$ cat src/verilog/fsh_pkg.sv
// Operation
// - Post-increment store writes source at pointer, then pointer plus one; 2 cycles
// - Pre-decrement store lowers pointer first, then writes source there; 2 cycles
// - Displaced store writes at Y or Z plus offset, pointer kept; 2 cycles
// - Direct store writes source at absolute address from instruction; 2 cycles
// - Code memory read via Z into R0 or named register, optional Z increment; 3 cycles
// - Push puts named register on stack in 2 cycles, flags kept
// - Pop takes next stack byte into named register in 2 cycles, flags kept
// - I/O bit set forces one bit of I/O register high; 2 cycles
// - I/O bit clear forces one bit of I/O register low; 2 cycles
// - Rotate left through carry, updates Z C N V in 1 cycle
// - Rotate right through carry, updates Z C N V in 1 cycle
// - Bit-to-flag copy loads transfer flag from register bit; 1 cycle
// - Flag-to-bit copy writes transfer flag into register bit; 1 cycle
// - Single-cycle set and clear of signed-test flag only
// - Single-cycle set and clear of overflow flag only
package fsh_pkg;

  // ****************************************
  // Flag word layout and reset
  // ****************************************
  localparam int unsigned FLAG_C = 0;
  localparam int unsigned FLAG_Z = 1;
  localparam int unsigned FLAG_N = 2;
  localparam int unsigned FLAG_V = 3;
  localparam int unsigned FLAG_S = 4;
  localparam int unsigned FLAG_T = 6;
  localparam logic [7:0]  FLAG_RESET = 8'h00;
  localparam logic [15:0] SP_RESET   = 16'h0000;

  // ****************************************
  // Register port offsets
  // ****************************************
  localparam logic [1:0] REG_FLAG   = 2'h0;
  localparam logic [1:0] REG_STATUS = 2'h1;
  localparam logic [1:0] REG_SPL    = 2'h2;
  localparam logic [1:0] REG_SPH    = 2'h3;

  // ****************************************
  // Working register indices and cycle counts
  // ****************************************
  localparam logic [4:0] REG_R0   = 5'h00;
  localparam logic [4:0] PTR_X_LO = 5'h1A;
  localparam logic [4:0] PTR_Y_LO = 5'h1C;
  localparam logic [4:0] PTR_Z_LO = 5'h1E;
  localparam logic [1:0] CYC_ONE   = 2'h1;
  localparam logic [1:0] CYC_TWO   = 2'h2;
  localparam logic [1:0] CYC_THREE = 2'h3;

  // ****************************************
  // Types
  // ****************************************
  typedef enum logic [4:0] {
    OP_NOP, OP_PW_PLAIN, OP_PW_POSTINC, OP_PW_PREDEC, OP_PW_DISP, OP_DSTORE,
    OP_CRD_R0, OP_CRD, OP_CRD_INC, OP_PUSH, OP_POP, OP_IOSET, OP_IOCLR,
    OP_IN, OP_OUT, OP_SHL, OP_SHR, OP_RLC, OP_RRC, OP_SAR,
    OP_B2T, OP_T2B, OP_SSET, OP_SCLR, OP_VSET, OP_VCLR
  } fsh_op_t;

  typedef enum logic [1:0] {PTR_X = 2'h0, PTR_Y = 2'h1, PTR_Z = 2'h2, PTR_SP = 2'h3} fsh_ptr_t;

  typedef enum logic [2:0] {
    AM_PLAIN, AM_POSTINC, AM_PREDEC, AM_DISP, AM_DIRECT, AM_POSTDEC, AM_PREINC
  } fsh_am_t;

  typedef enum logic [1:0] {SQ_IDLE = 2'h0, SQ_S1 = 2'h1, SQ_S2 = 2'h3} fsh_state_t;

  typedef struct packed {
    fsh_op_t     op;
    logic [4:0]  dst;
    logic [4:0]  src;
    fsh_ptr_t    ptr;
    logic [2:0]  bitsel;
    logic [15:0] imm;
  } fsh_cmd_t;

  function automatic logic [1:0] op_cycles(input fsh_op_t op);
    case (op)
      OP_CRD_R0, OP_CRD, OP_CRD_INC: op_cycles = CYC_THREE;
      OP_PW_PLAIN, OP_PW_POSTINC, OP_PW_PREDEC, OP_PW_DISP, OP_DSTORE,
      OP_PUSH, OP_POP, OP_IOSET, OP_IOCLR: op_cycles = CYC_TWO;
      default: op_cycles = CYC_ONE;
    endcase
  endfunction

endpackage

$ cat src/verilog/fsh_exec.sv
// Decided for this implementation: the address-and-strobe port and the register offsets.
`timescale 1ns/100ps
module fsh_exec
  import fsh_pkg::*;
(
  // Clock and reset
  input  wire logic           I_CORE_CLK,
  input  wire logic           I_RESETN,
  // Command
  input  wire fsh_pkg::fsh_cmd_t I_CMD,
  input  wire logic           I_CMD_VALID,
  output logic                O_CMD_READY,
  // Data memory
  output logic         [15:0] O_DMEM_ADDR,
  output logic         [7:0]  O_DMEM_WDATA,
  output logic                O_DMEM_WE,
  output logic                O_DMEM_RE,
  input  wire logic    [7:0]  I_DMEM_RDATA,
  // Program memory
  output logic         [15:0] O_PMEM_ADDR,
  output logic                O_PMEM_RE,
  input  wire logic    [7:0]  I_PMEM_RDATA,
  // I/O space
  output logic         [5:0]  O_IO_ADDR,
  output logic         [7:0]  O_IO_WDATA,
  output logic                O_IO_WE,
  output logic                O_IO_RE,
  input  wire logic    [7:0]  I_IO_RDATA,
  // Register port
  input  wire logic    [1:0]  I_REG_ADDR,
  input  wire logic    [7:0]  I_REG_WDATA,
  input  wire logic           I_REG_WE,
  input  wire logic           I_REG_RE,
  output logic         [7:0]  O_REG_RDATA,
  // Flag word
  output logic         [7:0]  O_FLAGS
);

  // ****************************************
  // State
  // ****************************************
  fsh_state_t  state_r;
  fsh_state_t  state_nxt;
  fsh_cmd_t    cmd_r;
  logic [1:0]  cyc_r;
  logic [7:0]  regs_r [32];
  logic [7:0]  flag_r;
  logic [15:0] sp_r;
  logic [7:0]  mod_r;
  logic [7:0]  rdata_r;

  logic        accept;
  fsh_am_t     am;
  fsh_ptr_t    base;
  logic [15:0] base_val;
  logic [4:0]  base_lo;
  logic [15:0] ea;
  logic [15:0] ptr_new;
  logic        ptr_upd;
  logic [7:0]  src_val;
  logic [7:0]  dst_val;
  logic [7:0]  bit_mask;
  logic [7:0]  sh_res;
  logic        sh_c;
  logic        sh_z;
  logic        sh_n;
  logic        sh_v;
  logic        is_shift;
  logic        is_store;
  logic        is_crd;
  logic        wr_en;
  logic [4:0]  wr_idx;
  logic [7:0]  wr_data;

  // ****************************************
  // Decode
  // ****************************************
  assign accept   = I_CMD_VALID && (state_r == SQ_IDLE);
  assign src_val  = regs_r[I_CMD.src];
  assign dst_val  = regs_r[I_CMD.dst];
  assign bit_mask = 8'h01 << I_CMD.bitsel;
  assign is_shift = (I_CMD.op == OP_SHL) || (I_CMD.op == OP_SHR) ||
                    (I_CMD.op == OP_RLC) || (I_CMD.op == OP_RRC) ||
                    (I_CMD.op == OP_SAR);
  assign is_store = (I_CMD.op == OP_PW_PLAIN) || (I_CMD.op == OP_PW_POSTINC) ||
                    (I_CMD.op == OP_PW_PREDEC) || (I_CMD.op == OP_PW_DISP) ||
                    (I_CMD.op == OP_DSTORE) || (I_CMD.op == OP_PUSH);
  assign is_crd   = (I_CMD.op == OP_CRD_R0) || (I_CMD.op == OP_CRD) ||
                    (I_CMD.op == OP_CRD_INC);

  always_comb
  begin
    am   = AM_PLAIN;
    base = I_CMD.ptr;
    case (I_CMD.op)
      OP_PW_POSTINC: am = AM_POSTINC;
      OP_PW_PREDEC:  am = AM_PREDEC;
      OP_PW_DISP:    am = AM_DISP;
      OP_DSTORE:     am = AM_DIRECT;
      OP_CRD_R0, OP_CRD: base = PTR_Z;
      OP_CRD_INC:
      begin
        am   = AM_POSTINC;
        base = PTR_Z;
      end
      OP_PUSH:
      begin
        am   = AM_POSTDEC;
        base = PTR_SP;
      end
      OP_POP:
      begin
        am   = AM_PREINC;
        base = PTR_SP;
      end
      default: am = AM_PLAIN;
    endcase
  end

  always_comb
  begin
    case (base)
      PTR_X:   base_lo = PTR_X_LO;
      PTR_Y:   base_lo = PTR_Y_LO;
      default: base_lo = PTR_Z_LO;
    endcase
    if (base == PTR_SP)
      base_val = sp_r;
    else
      base_val = {regs_r[base_lo + 5'h01], regs_r[base_lo]};
  end

  fsh_addr u_addr (
    .i_mode    (am),
    .i_ptr     (base_val),
    .i_imm     (I_CMD.imm),
    .o_ea      (ea),
    .o_ptr_new (ptr_new),
    .o_ptr_upd (ptr_upd)
  );

  fsh_shift u_shift (
    .i_op  (I_CMD.op),
    .i_val (dst_val),
    .i_cin (flag_r[FLAG_C]),
    .o_res (sh_res),
    .o_c   (sh_c),
    .o_z   (sh_z),
    .o_n   (sh_n),
    .o_v   (sh_v)
  );

  // ****************************************
  // Sequencer
  // ****************************************
  always_comb
  begin
    state_nxt = state_r;
    case (state_r)
      SQ_IDLE: if (accept && (op_cycles(I_CMD.op) != CYC_ONE)) state_nxt = SQ_S1;
      SQ_S1:   state_nxt = (cyc_r == CYC_THREE) ? SQ_S2 : SQ_IDLE;
      SQ_S2:   state_nxt = SQ_IDLE;
      default: state_nxt = SQ_IDLE;
    endcase
  end

  always_ff @(posedge I_CORE_CLK)
  begin
    if (!I_RESETN)
    begin
      state_r <= SQ_IDLE;
      cyc_r   <= CYC_ONE;
      cmd_r   <= '0;
    end
    else
    begin
      state_r <= state_nxt;
      if (accept)
      begin
        cyc_r <= op_cycles(I_CMD.op);
        cmd_r <= I_CMD;
      end
    end
  end

  assign O_CMD_READY = (state_r == SQ_IDLE);

  // ****************************************
  // Memory and I/O strobes
  // ****************************************
  assign O_DMEM_ADDR  = ea;
  assign O_DMEM_WDATA = src_val;
  assign O_DMEM_WE    = accept && is_store;
  assign O_DMEM_RE    = accept && (I_CMD.op == OP_POP);
  assign O_PMEM_ADDR  = ea;
  assign O_PMEM_RE    = accept && is_crd;

  always_comb
  begin
    if (state_r == SQ_S1 && (cmd_r.op == OP_IOSET || cmd_r.op == OP_IOCLR))
    begin
      O_IO_ADDR  = {1'b0, cmd_r.imm[4:0]};
      O_IO_WDATA = mod_r;
      O_IO_WE    = 1'b1;
      O_IO_RE    = 1'b0;
    end
    else
    begin
      O_IO_ADDR  = (I_CMD.op == OP_IOSET || I_CMD.op == OP_IOCLR) ?
                   {1'b0, I_CMD.imm[4:0]} : I_CMD.imm[5:0];
      O_IO_WDATA = src_val;
      O_IO_WE    = accept && (I_CMD.op == OP_OUT);
      O_IO_RE    = accept && (I_CMD.op == OP_IN || I_CMD.op == OP_IOSET ||
                              I_CMD.op == OP_IOCLR);
    end
  end

  // I/O bit read-modify value, written back in the second cycle
  always_ff @(posedge I_CORE_CLK)
  begin
    if (!I_RESETN)
      mod_r <= 8'h00;
    else if (accept && I_CMD.op == OP_IOSET)
      mod_r <= I_IO_RDATA | bit_mask;
    else if (accept && I_CMD.op == OP_IOCLR)
      mod_r <= I_IO_RDATA & ~bit_mask;
  end

  // ****************************************
  // Working register writes
  // ****************************************
  always_comb
  begin
    wr_en   = 1'b0;
    wr_idx  = I_CMD.dst;
    wr_data = sh_res;
    if (state_r == SQ_S1 && cmd_r.op == OP_POP)
    begin
      wr_en   = 1'b1;
      wr_idx  = cmd_r.dst;
      wr_data = I_DMEM_RDATA;
    end
    else if (state_r == SQ_S1 && (cmd_r.op == OP_CRD || cmd_r.op == OP_CRD_INC ||
                                  cmd_r.op == OP_CRD_R0))
    begin
      wr_en   = 1'b1;
      wr_idx  = (cmd_r.op == OP_CRD_R0) ? REG_R0 : cmd_r.dst;
      wr_data = I_PMEM_RDATA;
    end
    else if (accept && is_shift)
      wr_en = 1'b1;
    else if (accept && I_CMD.op == OP_T2B)
    begin
      wr_en   = 1'b1;
      wr_data = flag_r[FLAG_T] ? (dst_val | bit_mask) : (dst_val & ~bit_mask);
    end
    else if (accept && I_CMD.op == OP_IN)
    begin
      wr_en   = 1'b1;
      wr_data = I_IO_RDATA;
    end
  end

  always_ff @(posedge I_CORE_CLK)
  begin
    if (!I_RESETN)
    begin
      for (int i = 0; i < 32; i++)
        regs_r[i] <= 8'h00;
    end
    else
    begin
      if (accept && ptr_upd && base != PTR_SP)
      begin
        regs_r[base_lo]         <= ptr_new[7:0];
        regs_r[base_lo + 5'h01] <= ptr_new[15:8];
      end
      if (wr_en)
        regs_r[wr_idx] <= wr_data;
    end
  end

  // ****************************************
  // Stack pointer
  // ****************************************
  always_ff @(posedge I_CORE_CLK)
  begin
    if (!I_RESETN)
      sp_r <= SP_RESET;
    else if (accept && ptr_upd && base == PTR_SP)
      sp_r <= ptr_new;
    else if (I_REG_WE && I_REG_ADDR == REG_SPL)
      sp_r[7:0] <= I_REG_WDATA;
    else if (I_REG_WE && I_REG_ADDR == REG_SPH)
      sp_r[15:8] <= I_REG_WDATA;
  end

  // ****************************************
  // Flag word
  // ****************************************
  always_ff @(posedge I_CORE_CLK)
  begin
    if (!I_RESETN)
      flag_r <= FLAG_RESET;
    else if (accept && is_shift)
    begin
      flag_r[FLAG_C] <= sh_c;
      flag_r[FLAG_Z] <= sh_z;
      flag_r[FLAG_N] <= sh_n;
      flag_r[FLAG_V] <= sh_v;
    end
    else if (accept && I_CMD.op == OP_B2T)
      flag_r[FLAG_T] <= src_val[I_CMD.bitsel];
    else if (accept && (I_CMD.op == OP_SSET || I_CMD.op == OP_SCLR))
      flag_r[FLAG_S] <= (I_CMD.op == OP_SSET);
    else if (accept && (I_CMD.op == OP_VSET || I_CMD.op == OP_VCLR))
      flag_r[FLAG_V] <= (I_CMD.op == OP_VSET);
    else if (I_REG_WE && I_REG_ADDR == REG_FLAG)
      flag_r <= I_REG_WDATA;
  end

  assign O_FLAGS = flag_r;

  // ****************************************
  // Register port read
  // ****************************************
  always_ff @(posedge I_CORE_CLK)
  begin
    if (!I_RESETN)
      rdata_r <= 8'h00;
    else if (I_REG_RE)
    begin
      case (I_REG_ADDR)
        REG_FLAG:   rdata_r <= flag_r;
        REG_STATUS: rdata_r <= {5'h00, state_r, (state_r != SQ_IDLE)};
        REG_SPL:    rdata_r <= sp_r[7:0];
        REG_SPH:    rdata_r <= sp_r[15:8];
        default:    rdata_r <= 8'h00;
      endcase
    end
    else
      rdata_r <= 8'h00;
  end

  assign O_REG_RDATA = rdata_r;

endmodule

$ cat src/verilog/fsh_addr.sv
`timescale 1ns/100ps
module fsh_addr
  import fsh_pkg::*;
(
  // Mode and operands
  input  wire fsh_am_t     i_mode,
  input  wire logic [15:0] i_ptr,
  input  wire logic [15:0] i_imm,
  // Results
  output logic      [15:0] o_ea,
  output logic      [15:0] o_ptr_new,
  output logic             o_ptr_upd
);
  always_comb
  begin
    o_ea      = i_ptr;
    o_ptr_new = i_ptr;
    o_ptr_upd = 1'b0;
    case (i_mode)
      AM_POSTINC:
      begin
        o_ptr_new = i_ptr + 16'h0001;
        o_ptr_upd = 1'b1;
      end
      AM_PREDEC:
      begin
        o_ptr_new = i_ptr - 16'h0001;
        o_ea      = o_ptr_new;
        o_ptr_upd = 1'b1;
      end
      AM_DISP:   o_ea = i_ptr + {10'h000, i_imm[5:0]};
      AM_DIRECT: o_ea = i_imm;
      AM_POSTDEC:
      begin
        o_ptr_new = i_ptr - 16'h0001;
        o_ptr_upd = 1'b1;
      end
      AM_PREINC:
      begin
        o_ptr_new = i_ptr + 16'h0001;
        o_ea      = o_ptr_new;
        o_ptr_upd = 1'b1;
      end
      default: o_ea = i_ptr;
    endcase
  end
endmodule

$ cat src/verilog/fsh_shift.sv
`timescale 1ns/100ps
module fsh_shift
  import fsh_pkg::*;
(
  // Operands
  input  wire fsh_op_t    i_op,
  input  wire logic [7:0] i_val,
  input  wire logic       i_cin,
  // Result and flags
  output logic      [7:0] o_res,
  output logic            o_c,
  output logic            o_z,
  output logic            o_n,
  output logic            o_v
);
  always_comb
  begin
    o_res = i_val;
    o_c   = i_cin;
    case (i_op)
      OP_SHL:
      begin
        o_res = {i_val[6:0], 1'b0};
        o_c   = i_val[7];
      end
      OP_SHR:
      begin
        o_res = {1'b0, i_val[7:1]};
        o_c   = i_val[0];
      end
      OP_RLC:
      begin
        o_res = {i_val[6:0], i_cin};
        o_c   = i_val[7];
      end
      OP_RRC:
      begin
        o_res = {i_cin, i_val[7:1]};
        o_c   = i_val[0];
      end
      OP_SAR:
      begin
        o_res = {i_val[7], i_val[7:1]};
        o_c   = i_val[0];
      end
      default: o_res = i_val;
    endcase
    o_n = o_res[7];
    o_z = (o_res == 8'h00);
    o_v = o_n ^ o_c;
  end
endmodule

$ cat config.mk
export PLATFORM = sky130hd
export DESIGN_NAME = fsh_exec
export DESIGN_NICKNAME = d
export VERILOG_FILES = /design/src/verilog/fsh_pkg.sv /design/src/verilog/fsh_exec.sv /design/src/verilog/fsh_addr.sv /design/src/verilog/fsh_shift.sv
export SDC_FILE = /design/constraint.sdc
export NUM_CORES = 1
export LEC_CHECK = 0
export BUFFER_PORTS_ARGS = -buffer_cell sky130_fd_sc_hd__buf_4
export CAP_MARGIN = 20
export CORE_ASPECT_RATIO = 1.25
export CORE_MARGIN = 10
export CORE_UTILIZATION = 62
export CTS_CLUSTER_SIZE = 28
export DETAILED_ROUTE_END_ITERATION = 12
export GPL_TIMING_DRIVEN = 0
export PLACE_DENSITY_LB_ADDON = 0.08
export SKIP_LAST_GASP = 1
export SLEW_MARGIN = 30
export SYNTH_ARGS = -nofsm -noshare
export SYNTH_HDL_FRONTEND = slang
export SYNTH_HIERARCHICAL = 1
export SYNTH_SLANG_ARGS = --single-unit
$ cat constraint.sdc
create_clock -name I_CORE_CLK -period 5.8 [get_ports I_CORE_CLK]
set_input_delay 0.29 -clock I_CORE_CLK [delete_from_list [all_inputs] [get_ports I_CORE_CLK]]
set_output_delay 0.29 -clock I_CORE_CLK [all_outputs]
set_load 0.03 [all_outputs]
======== After elaboration in Yosys (flattened, before gate mapping) ========
Memories as Yosys holds them, arrays and structs flattened.
Index checks and enable logic that the tools add are counted.
storage, ports and cells
  bits in registers ....................... 59
  latch bits .............................. 0
  RAM bits ................................ 256
  ROM bits ................................ 64
  input port bits ......................... 75
  output and inout port bits .............. 76
  logic and storage cells ................. 235
  memories ................................ 3
memories
  name              depth  bits a word  read ports  clocked after Yosys merged registers in  write ports  RTL line        RTL
  regs_r            32     8            4           0                                        32           fsh_exec.sv:46  logic [7:0] regs_r [32];
  (name not given)  16     2            1           0                                        0            fsh_pkg.sv:78   case (op)
  (name not given)  16     2            1           0                                        0            fsh_pkg.sv:78
cells by class
  $add $sub $neg .......................... 4
  multiply operators ...................... 0
  div/mod/pow operators ................... 0
  magnitude comparators ................... 1
  equality and inequality tests ........... 59
  shift operators ......................... 1
  muxes and demuxes ....................... 74
  bitwise operators ....................... 10
  reductions and logical operators ........ 69
operator list
  cell                     count
  $mux W8                  21
  $pmux W16 S4             1
  $eq A5 B4 Y1 const B     12
  $eq A5 B5 Y1 const B     10
  $pmux W8 S5              1
  $mux W16                 2
  $pmux W16 S2             1
  $pmux W8 S4              1
  $eq A5 B3 Y1 const B     6
  $mux W5                  6
  $logic_and A1 B1 Y1      24
  $reduce_or A8 Y1         3
  $mux W1                  22
  $logic_or A1 B1 Y1       19
  $pmux W3 S6              1
  $add A16 B1 Y16 const B  1
  $add A16 B6 Y16          1
  $and A8 B8 Y8            2
  $ne A2 B2 Y1 const B     8
  $or A8 B8 Y8             2
  $sub A16 B1 Y16 const B  1
  $mux W2                  6
  $mux W4                  3
  $mux W6                  2
  other kinds (33)         62

======== Depth between registers and ports, before layout ========
  depth after elaboration ................. 14
  depth in mapped cells ................... 19
  gate-level depth less buffers ........... 16

======== Cells and area by module ========
The synthesis kept the hierarchy.
modules (own cells, without submodules)
  module     instances  cells an instance  area an instance (sq um)  sequential area each (sq um)
  fsh_exec   1          1552               18280.0                   8868.5
  fsh_addr   1          371                2301.0                    0.0
  fsh_shift  1          47                 349.1                     0.0

======== Worst setup path after synthesis ========
OpenSTA, ideal clock, no wires.
  kind .................................... input to output
  start point ............................. input port I_CMD[34] (netlist bit)
  end point ............................... output port O_PMEM_ADDR[12]
  arrival ................................. 5010 ps
  required time ........................... 5510 ps
  path slack .............................. 500 ps
  stages on the path ...................... 17
  path buffers ............................ 3
  cell sequence ........................... clkbuf_1 > nor2b_1 > clkbuf_1 > a21oi_1 > a221oi_1 > nor2b_1 > a211oi_1 > a21oi_1 > inv_1 > ha_1 > or3b_4 > or2_1 > or4_4 > o221ai_2 > nand2_1 > a311oi_1 > buf_4
on the way
  elaborated cells between the ends (all ways) .. 29
  those cells by class .................... 4 x add/sub; 15 x eq/ne; 5 x mux; 4 x reduce/logical; 1 x memory
RTL lines
  item                                                                   RTL line         RTL
  from (decl)                                                            fsh_exec.sv:10   input wire fsh_pkg::fsh_cmd_t I_CMD,
  $eq A5 B3 Y1 or $eq A5 B4 Y1 (tied branches)                           fsh_exec.sv:95   case (I_CMD.op)
  $reduce_or A3 Y1 (no source line) or $reduce_or A2 Y1 (tied branches)  n/a
  $pmux W2 S2 (*)                                                        fsh_exec.sv:95
  $eq A2 B1 Y1 or $logic_not A2 Y1 (tied branches)                       fsh_exec.sv:122  case (base)
  $pmux W3 S2                                                            fsh_exec.sv:122
  $mem_v2 Z32 W8                                                         n/a
  $mux W16 (*)                                                           fsh_exec.sv:127  if (base == PTR_SP)
  net base_val[1]                                                        fsh_exec.sv:55   logic [15:0] base_val;
  $add A16 B1 Y16 (tied with other cells)                                fsh_addr.sv:40   o_ptr_new = i_ptr + 16'h0001;
  $pmux W16 S4 (*)                                                       fsh_addr.sv:19   case (i_mode)
  to (decl)                                                              fsh_exec.sv:20   output logic [15:0] O_PMEM_ADDR,
The timed path passes the listed nets; every way through them passes the cells marked *.

==> flow_summary.toml <==
[worst_setup_path]
worstRegToRegCells = 14
worst_path_required_ns = 6.07
r2r-start = "regs_r[24][7]$_DFFE_PP_"
rrSetupSlack_ns = 0.85
worst_setup_path_end_kind = "register"
worst-path-max-fanout = 10
crit_path_start_kind = "input pin"
timing.critical_path.arrival_ns = 6.19
crit_top_cell = "sky130_fd_sc_hd__buf_2"
path_buf_inv = 7
rr_endpoint = "regs_r[11][6]$_SDFFCE_PN0P_"
critPathTopFamily = "buffers and inverters"
crit_path_cell_trace = "buf_1, clkbuf_2, buf_2, mux4_2, mux4_2, mux2i_1, inv_1, inv_1, o22ai_2, a22oi_1, a21oi_1, a211oi_2, or2_1, buf_2, buf_2, nor2_1"
crit_start = "I_CMD[27]"
critPathSlowestCell = "sky130_fd_sc_hd__buf_1"
critPathKind = "input pin to register"
crit_end = "regs_r[4][0]$_SDFFCE_PN0P_"
peak_per_stage_delay_on_the_critical_path_ns = 0.85
cp.depth = 16

[floorplan]
die_y_um = 225
core_area_um2 = 33400
initial_standard_cell_utilization_of_the_core_pct = 62.7
fp-row-count = 75
pin_count = 151
floorplan.die.width_um = 184
dieArea_um2 = 41600

[sta]
clock-skew-final_ns = 0.0287
relative_slew_slack_pct = 20.9
final_critical_path_setup_slack_ns = -0.125
period_needed_ns = 5.93
timing.final.setup_violations = 42
tightestPinTransition_ns = 1.19
timing.hold.ws_ns = 0.0221
hold_viol = 0
timing_max_transition_violations_final = 0
maximum_clock_frequency_mhz = 169
final.period_utilization_pct = 102

[routing]
detail-route-antenna-nets = 0
detail_route.vias_per_cell = 7.66
wire_per_inst_um = 35.3
dr_total_vias = 19913
detail_route.iter0.violations = 3401
drc = 0
routed_wl_um = 91800
drtPass1Iterations = 10

[global_routing]
grt_remaining_overflow = 0
grt_start_max_net_pins = 15
grt_pass1_wl_um = 130000
number_of_global_route_vias_before_repair = 18794
overall_fraction_of_global_route_tracks_in_use_pct = 43.6
antenna_found_initial = 5

[yosys]
synth.most_common_cell = "sky130_fd_sc_hd__nor2_1"
synth-edff-count = 256
net_count_after_synthesis = 2054
post-synth-top-area-fraction_pct = 36.7
distinct_cell_type_count_of_the_synthesized_netlist = 96
seq_area_frac_synth_pct = 42.4
synth_area_leader_cell = "sky130_fd_sc_hd__edfxtp_1"
post_synth_inst_count = 1970
synth_top_cells_by_count = "sky130_fd_sc_hd__nor2_1 (316), sky130_fd_sc_hd__edfxtp_1 (256), sky130_fd_sc_hd__nand2_1 (177)"
syn_area_um2 = 20900
async_flop_share_pct = 0
avgSynthCellArea_um2 = 10.6
synthesis.yosys.warnings = 6
most_area_consuming_cells_after_synthesis = "sky130_fd_sc_hd__edfxtp_1 (37%), sky130_fd_sc_hd__mux4_2 (14%), sky130_fd_sc_hd__nor2_1 (5.7%)"
synth-seq-cells = 315
synth-main-ff-cell = "sky130_fd_sc_hd__edfxtp_1"

[power_and_ir_drop]
vdd.ir_drop.worst_mv = 0.217
pwr-share-clk_pct = 33.4
powerDensity_nw_per_um2 = 271
netSwitchingFraction_pct = 33.3
power.net_switching_mw = 2.14
total_leakage_power_nw = 8.81
pwr-share-comb_pct = 26.1
power_frac_seq_pct = 40.6
internal_power_mw = 4.29

[run_status]
violations = "setup timing"
status = "finished, violations left"

[run]
cap_violations = 0

[clock_network]
cts.sink_count = 315
cts-buffers-inserted = 34
cts_root_buffer = "sky130_fd_sc_hd__clkbuf_16"
cts-hold-fix-buffers = 0
worst_setup_hold_path_clk_slew_ns = 0.06
tritoncts_clock_tree = "yes"
clock_tree.htree_level_count = 2
clockBufferDepth = 3
clkLatencyLatePin_ns = 0.54

[placed_design]
pre_cts_ws_ns = -0.409
routability_congestion_estimate = 1.13
place.detailed.instances = 2539
numPortBuffers = 142
dp_area_um2 = 22600
post-dp-hpwl_um = 67600

[layout]
syn2layout_area_growth_pct = 13.5
layout.cell_area.non_filler_um2 = 23800
antenna-diode-count = 0
nets = 2237
drive_above_1_share_pct = 22.4
layoutNonFillerInstCount = 2600

[hold_path]
min-delay-path-class = "input pin to register"
-- sequential cells by signal, summed over array words and instances (netlist names) --
name         count
sp_r            16
state_r          2
mod_r            8
O_FLAGS          8
O_REG_RDATA      8
cyc_r            2
regs_r         256
cmd_r           15
-- power by group through the flow --
stage	logic [mW]	clock network [mW]	registers, mW
after floorplan	0.973	0	2.61
after global placement	1.56	0	2.64
after detailed placement	1.58	0	2.65
after CTS	1.59	2.11	2.60
after global routing	1.71	2.20	2.61
final	1.68	2.15	2.61
-- placed cells by master, fill, tap and decap left out, types with 20 or more instances in the layout --
master,instances
sky130_fd_sc_hd__nor2_1,312
sky130_fd_sc_hd__edfxtp_1,256
sky130_fd_sc_hd__nand2_1,177
sky130_fd_sc_hd__buf_4,171
sky130_fd_sc_hd__mux4_2,133
sky130_fd_sc_hd__a21oi_1,100
sky130_fd_sc_hd__clkbuf_1,96
sky130_fd_sc_hd__mux2i_1,80
sky130_fd_sc_hd__dfxtp_1,59
sky130_fd_sc_hd__nor3_1,57
sky130_fd_sc_hd__o21ai_0,40
sky130_fd_sc_hd__nor2b_1,38
sky130_fd_sc_hd__a211oi_1,38
sky130_fd_sc_hd__inv_1,35
sky130_fd_sc_hd__nand3_1,35
sky130_fd_sc_hd__clkbuf_16,35
sky130_fd_sc_hd__mux2_2,32
sky130_fd_sc_hd__buf_2,28
sky130_fd_sc_hd__a22oi_1,27
sky130_fd_sc_hd__a2bb2o_1,20
-- stage by stage --
step	setup TNS (ns)	util [%]	total power, mW
after CTS	-0.0137	70.9	6.29
after floorplan	0	-	3.59
after detailed placement	-26.72	67.7	4.22
final	-3.53	71.1	6.43
after global placement	-22.11	67.4	4.19
after global routing	-0.0297	71.1	6.52
-- final cells by class --
| type | instances | area [µm²] |
|---|---|---|
| Fill cell | 2471 | 9650 |
| Timing Repair Buffer | 148 | 1120 |
| Clock inverter | 15 | 136 |
| Clock buffer | 45 | 913 |
| Sequential cell | 315 | 8870 |
| Multi-Input combinational cell | 1446 | 11200 |
| Buffer | 172 | 846 |
| Inverter | 36 | 135 |
| Tap cell | 423 | 529 |
-- cell families (layout without fill, tap and decap cells) --
| group | count (synthesis) | after routing | share of synthesized area (%) |
|---|---|---|---|
| fa+ha+maj | 10 | 10 | 0.622 |
| flops | 315 | 315 | 42.4 |
| buf+inv | 209 | 416 | 4.63 |
| simple gates | 729 | 729 | 15.9 |
| mux | 245 | 245 | 19.9 |
| compound gates | 436 | 436 | 15.5 |
| xor+xnor | 26 | 26 | 1.09 |
-- worst min-delay path, stage by stage --
cell and delay (ns):
sky130_fd_sc_hd__buf_4 0.10, sky130_fd_sc_hd__mux2i_1 0.06, sky130_fd_sc_hd__nor2_1 0.08
-- repair_timing --
item	4_1_cts	5_1_grt
setup buffers	0	2
gates resized for setup	2	14
endpoints found under the setup margin	12	22
-- metal layers --
layer / share of wire [%] / global-route usage [%] / up-vias
met4: 12 / 38.1 / 8
met2: 44 / 66.6 / 1973
li1: - / - / 7919
met1: 30 / 48.4 / 9404
met3: 14 / 13.7 / 609
met5: 0.058 / 0 / -
-- worst min path at each step --
| stage | slack, ns | endpoint | startpoint | depth (start not counted) |
|---|---|---|---|---|
| after floorplan | 0.43 | cmd_r[0]$_SDFFE_PN0P_ | I_CMD[0] | 2 |
| after global placement | 0.44 | cmd_r[3]$_SDFFE_PN0P_ | cmd_r[3]$_SDFFE_PN0P_ | 2 |
| after global routing | 0.04 | O_FLAGS[7]$_SDFFE_PN0P_ | I_REG_WDATA[7] | 3 |
| after CTS | 0.02 | O_FLAGS[7]$_SDFFE_PN0P_ | I_REG_WDATA[7] | 3 |
| after detailed placement | 0.45 | cmd_r[4]$_SDFFE_PN0P_ | cmd_r[4]$_SDFFE_PN0P_ | 2 |
| final | 0.02 | O_FLAGS[5]$_SDFFE_PN0P_ | I_REG_WDATA[5] | 3 |
(Power assumes the default switching activity.)
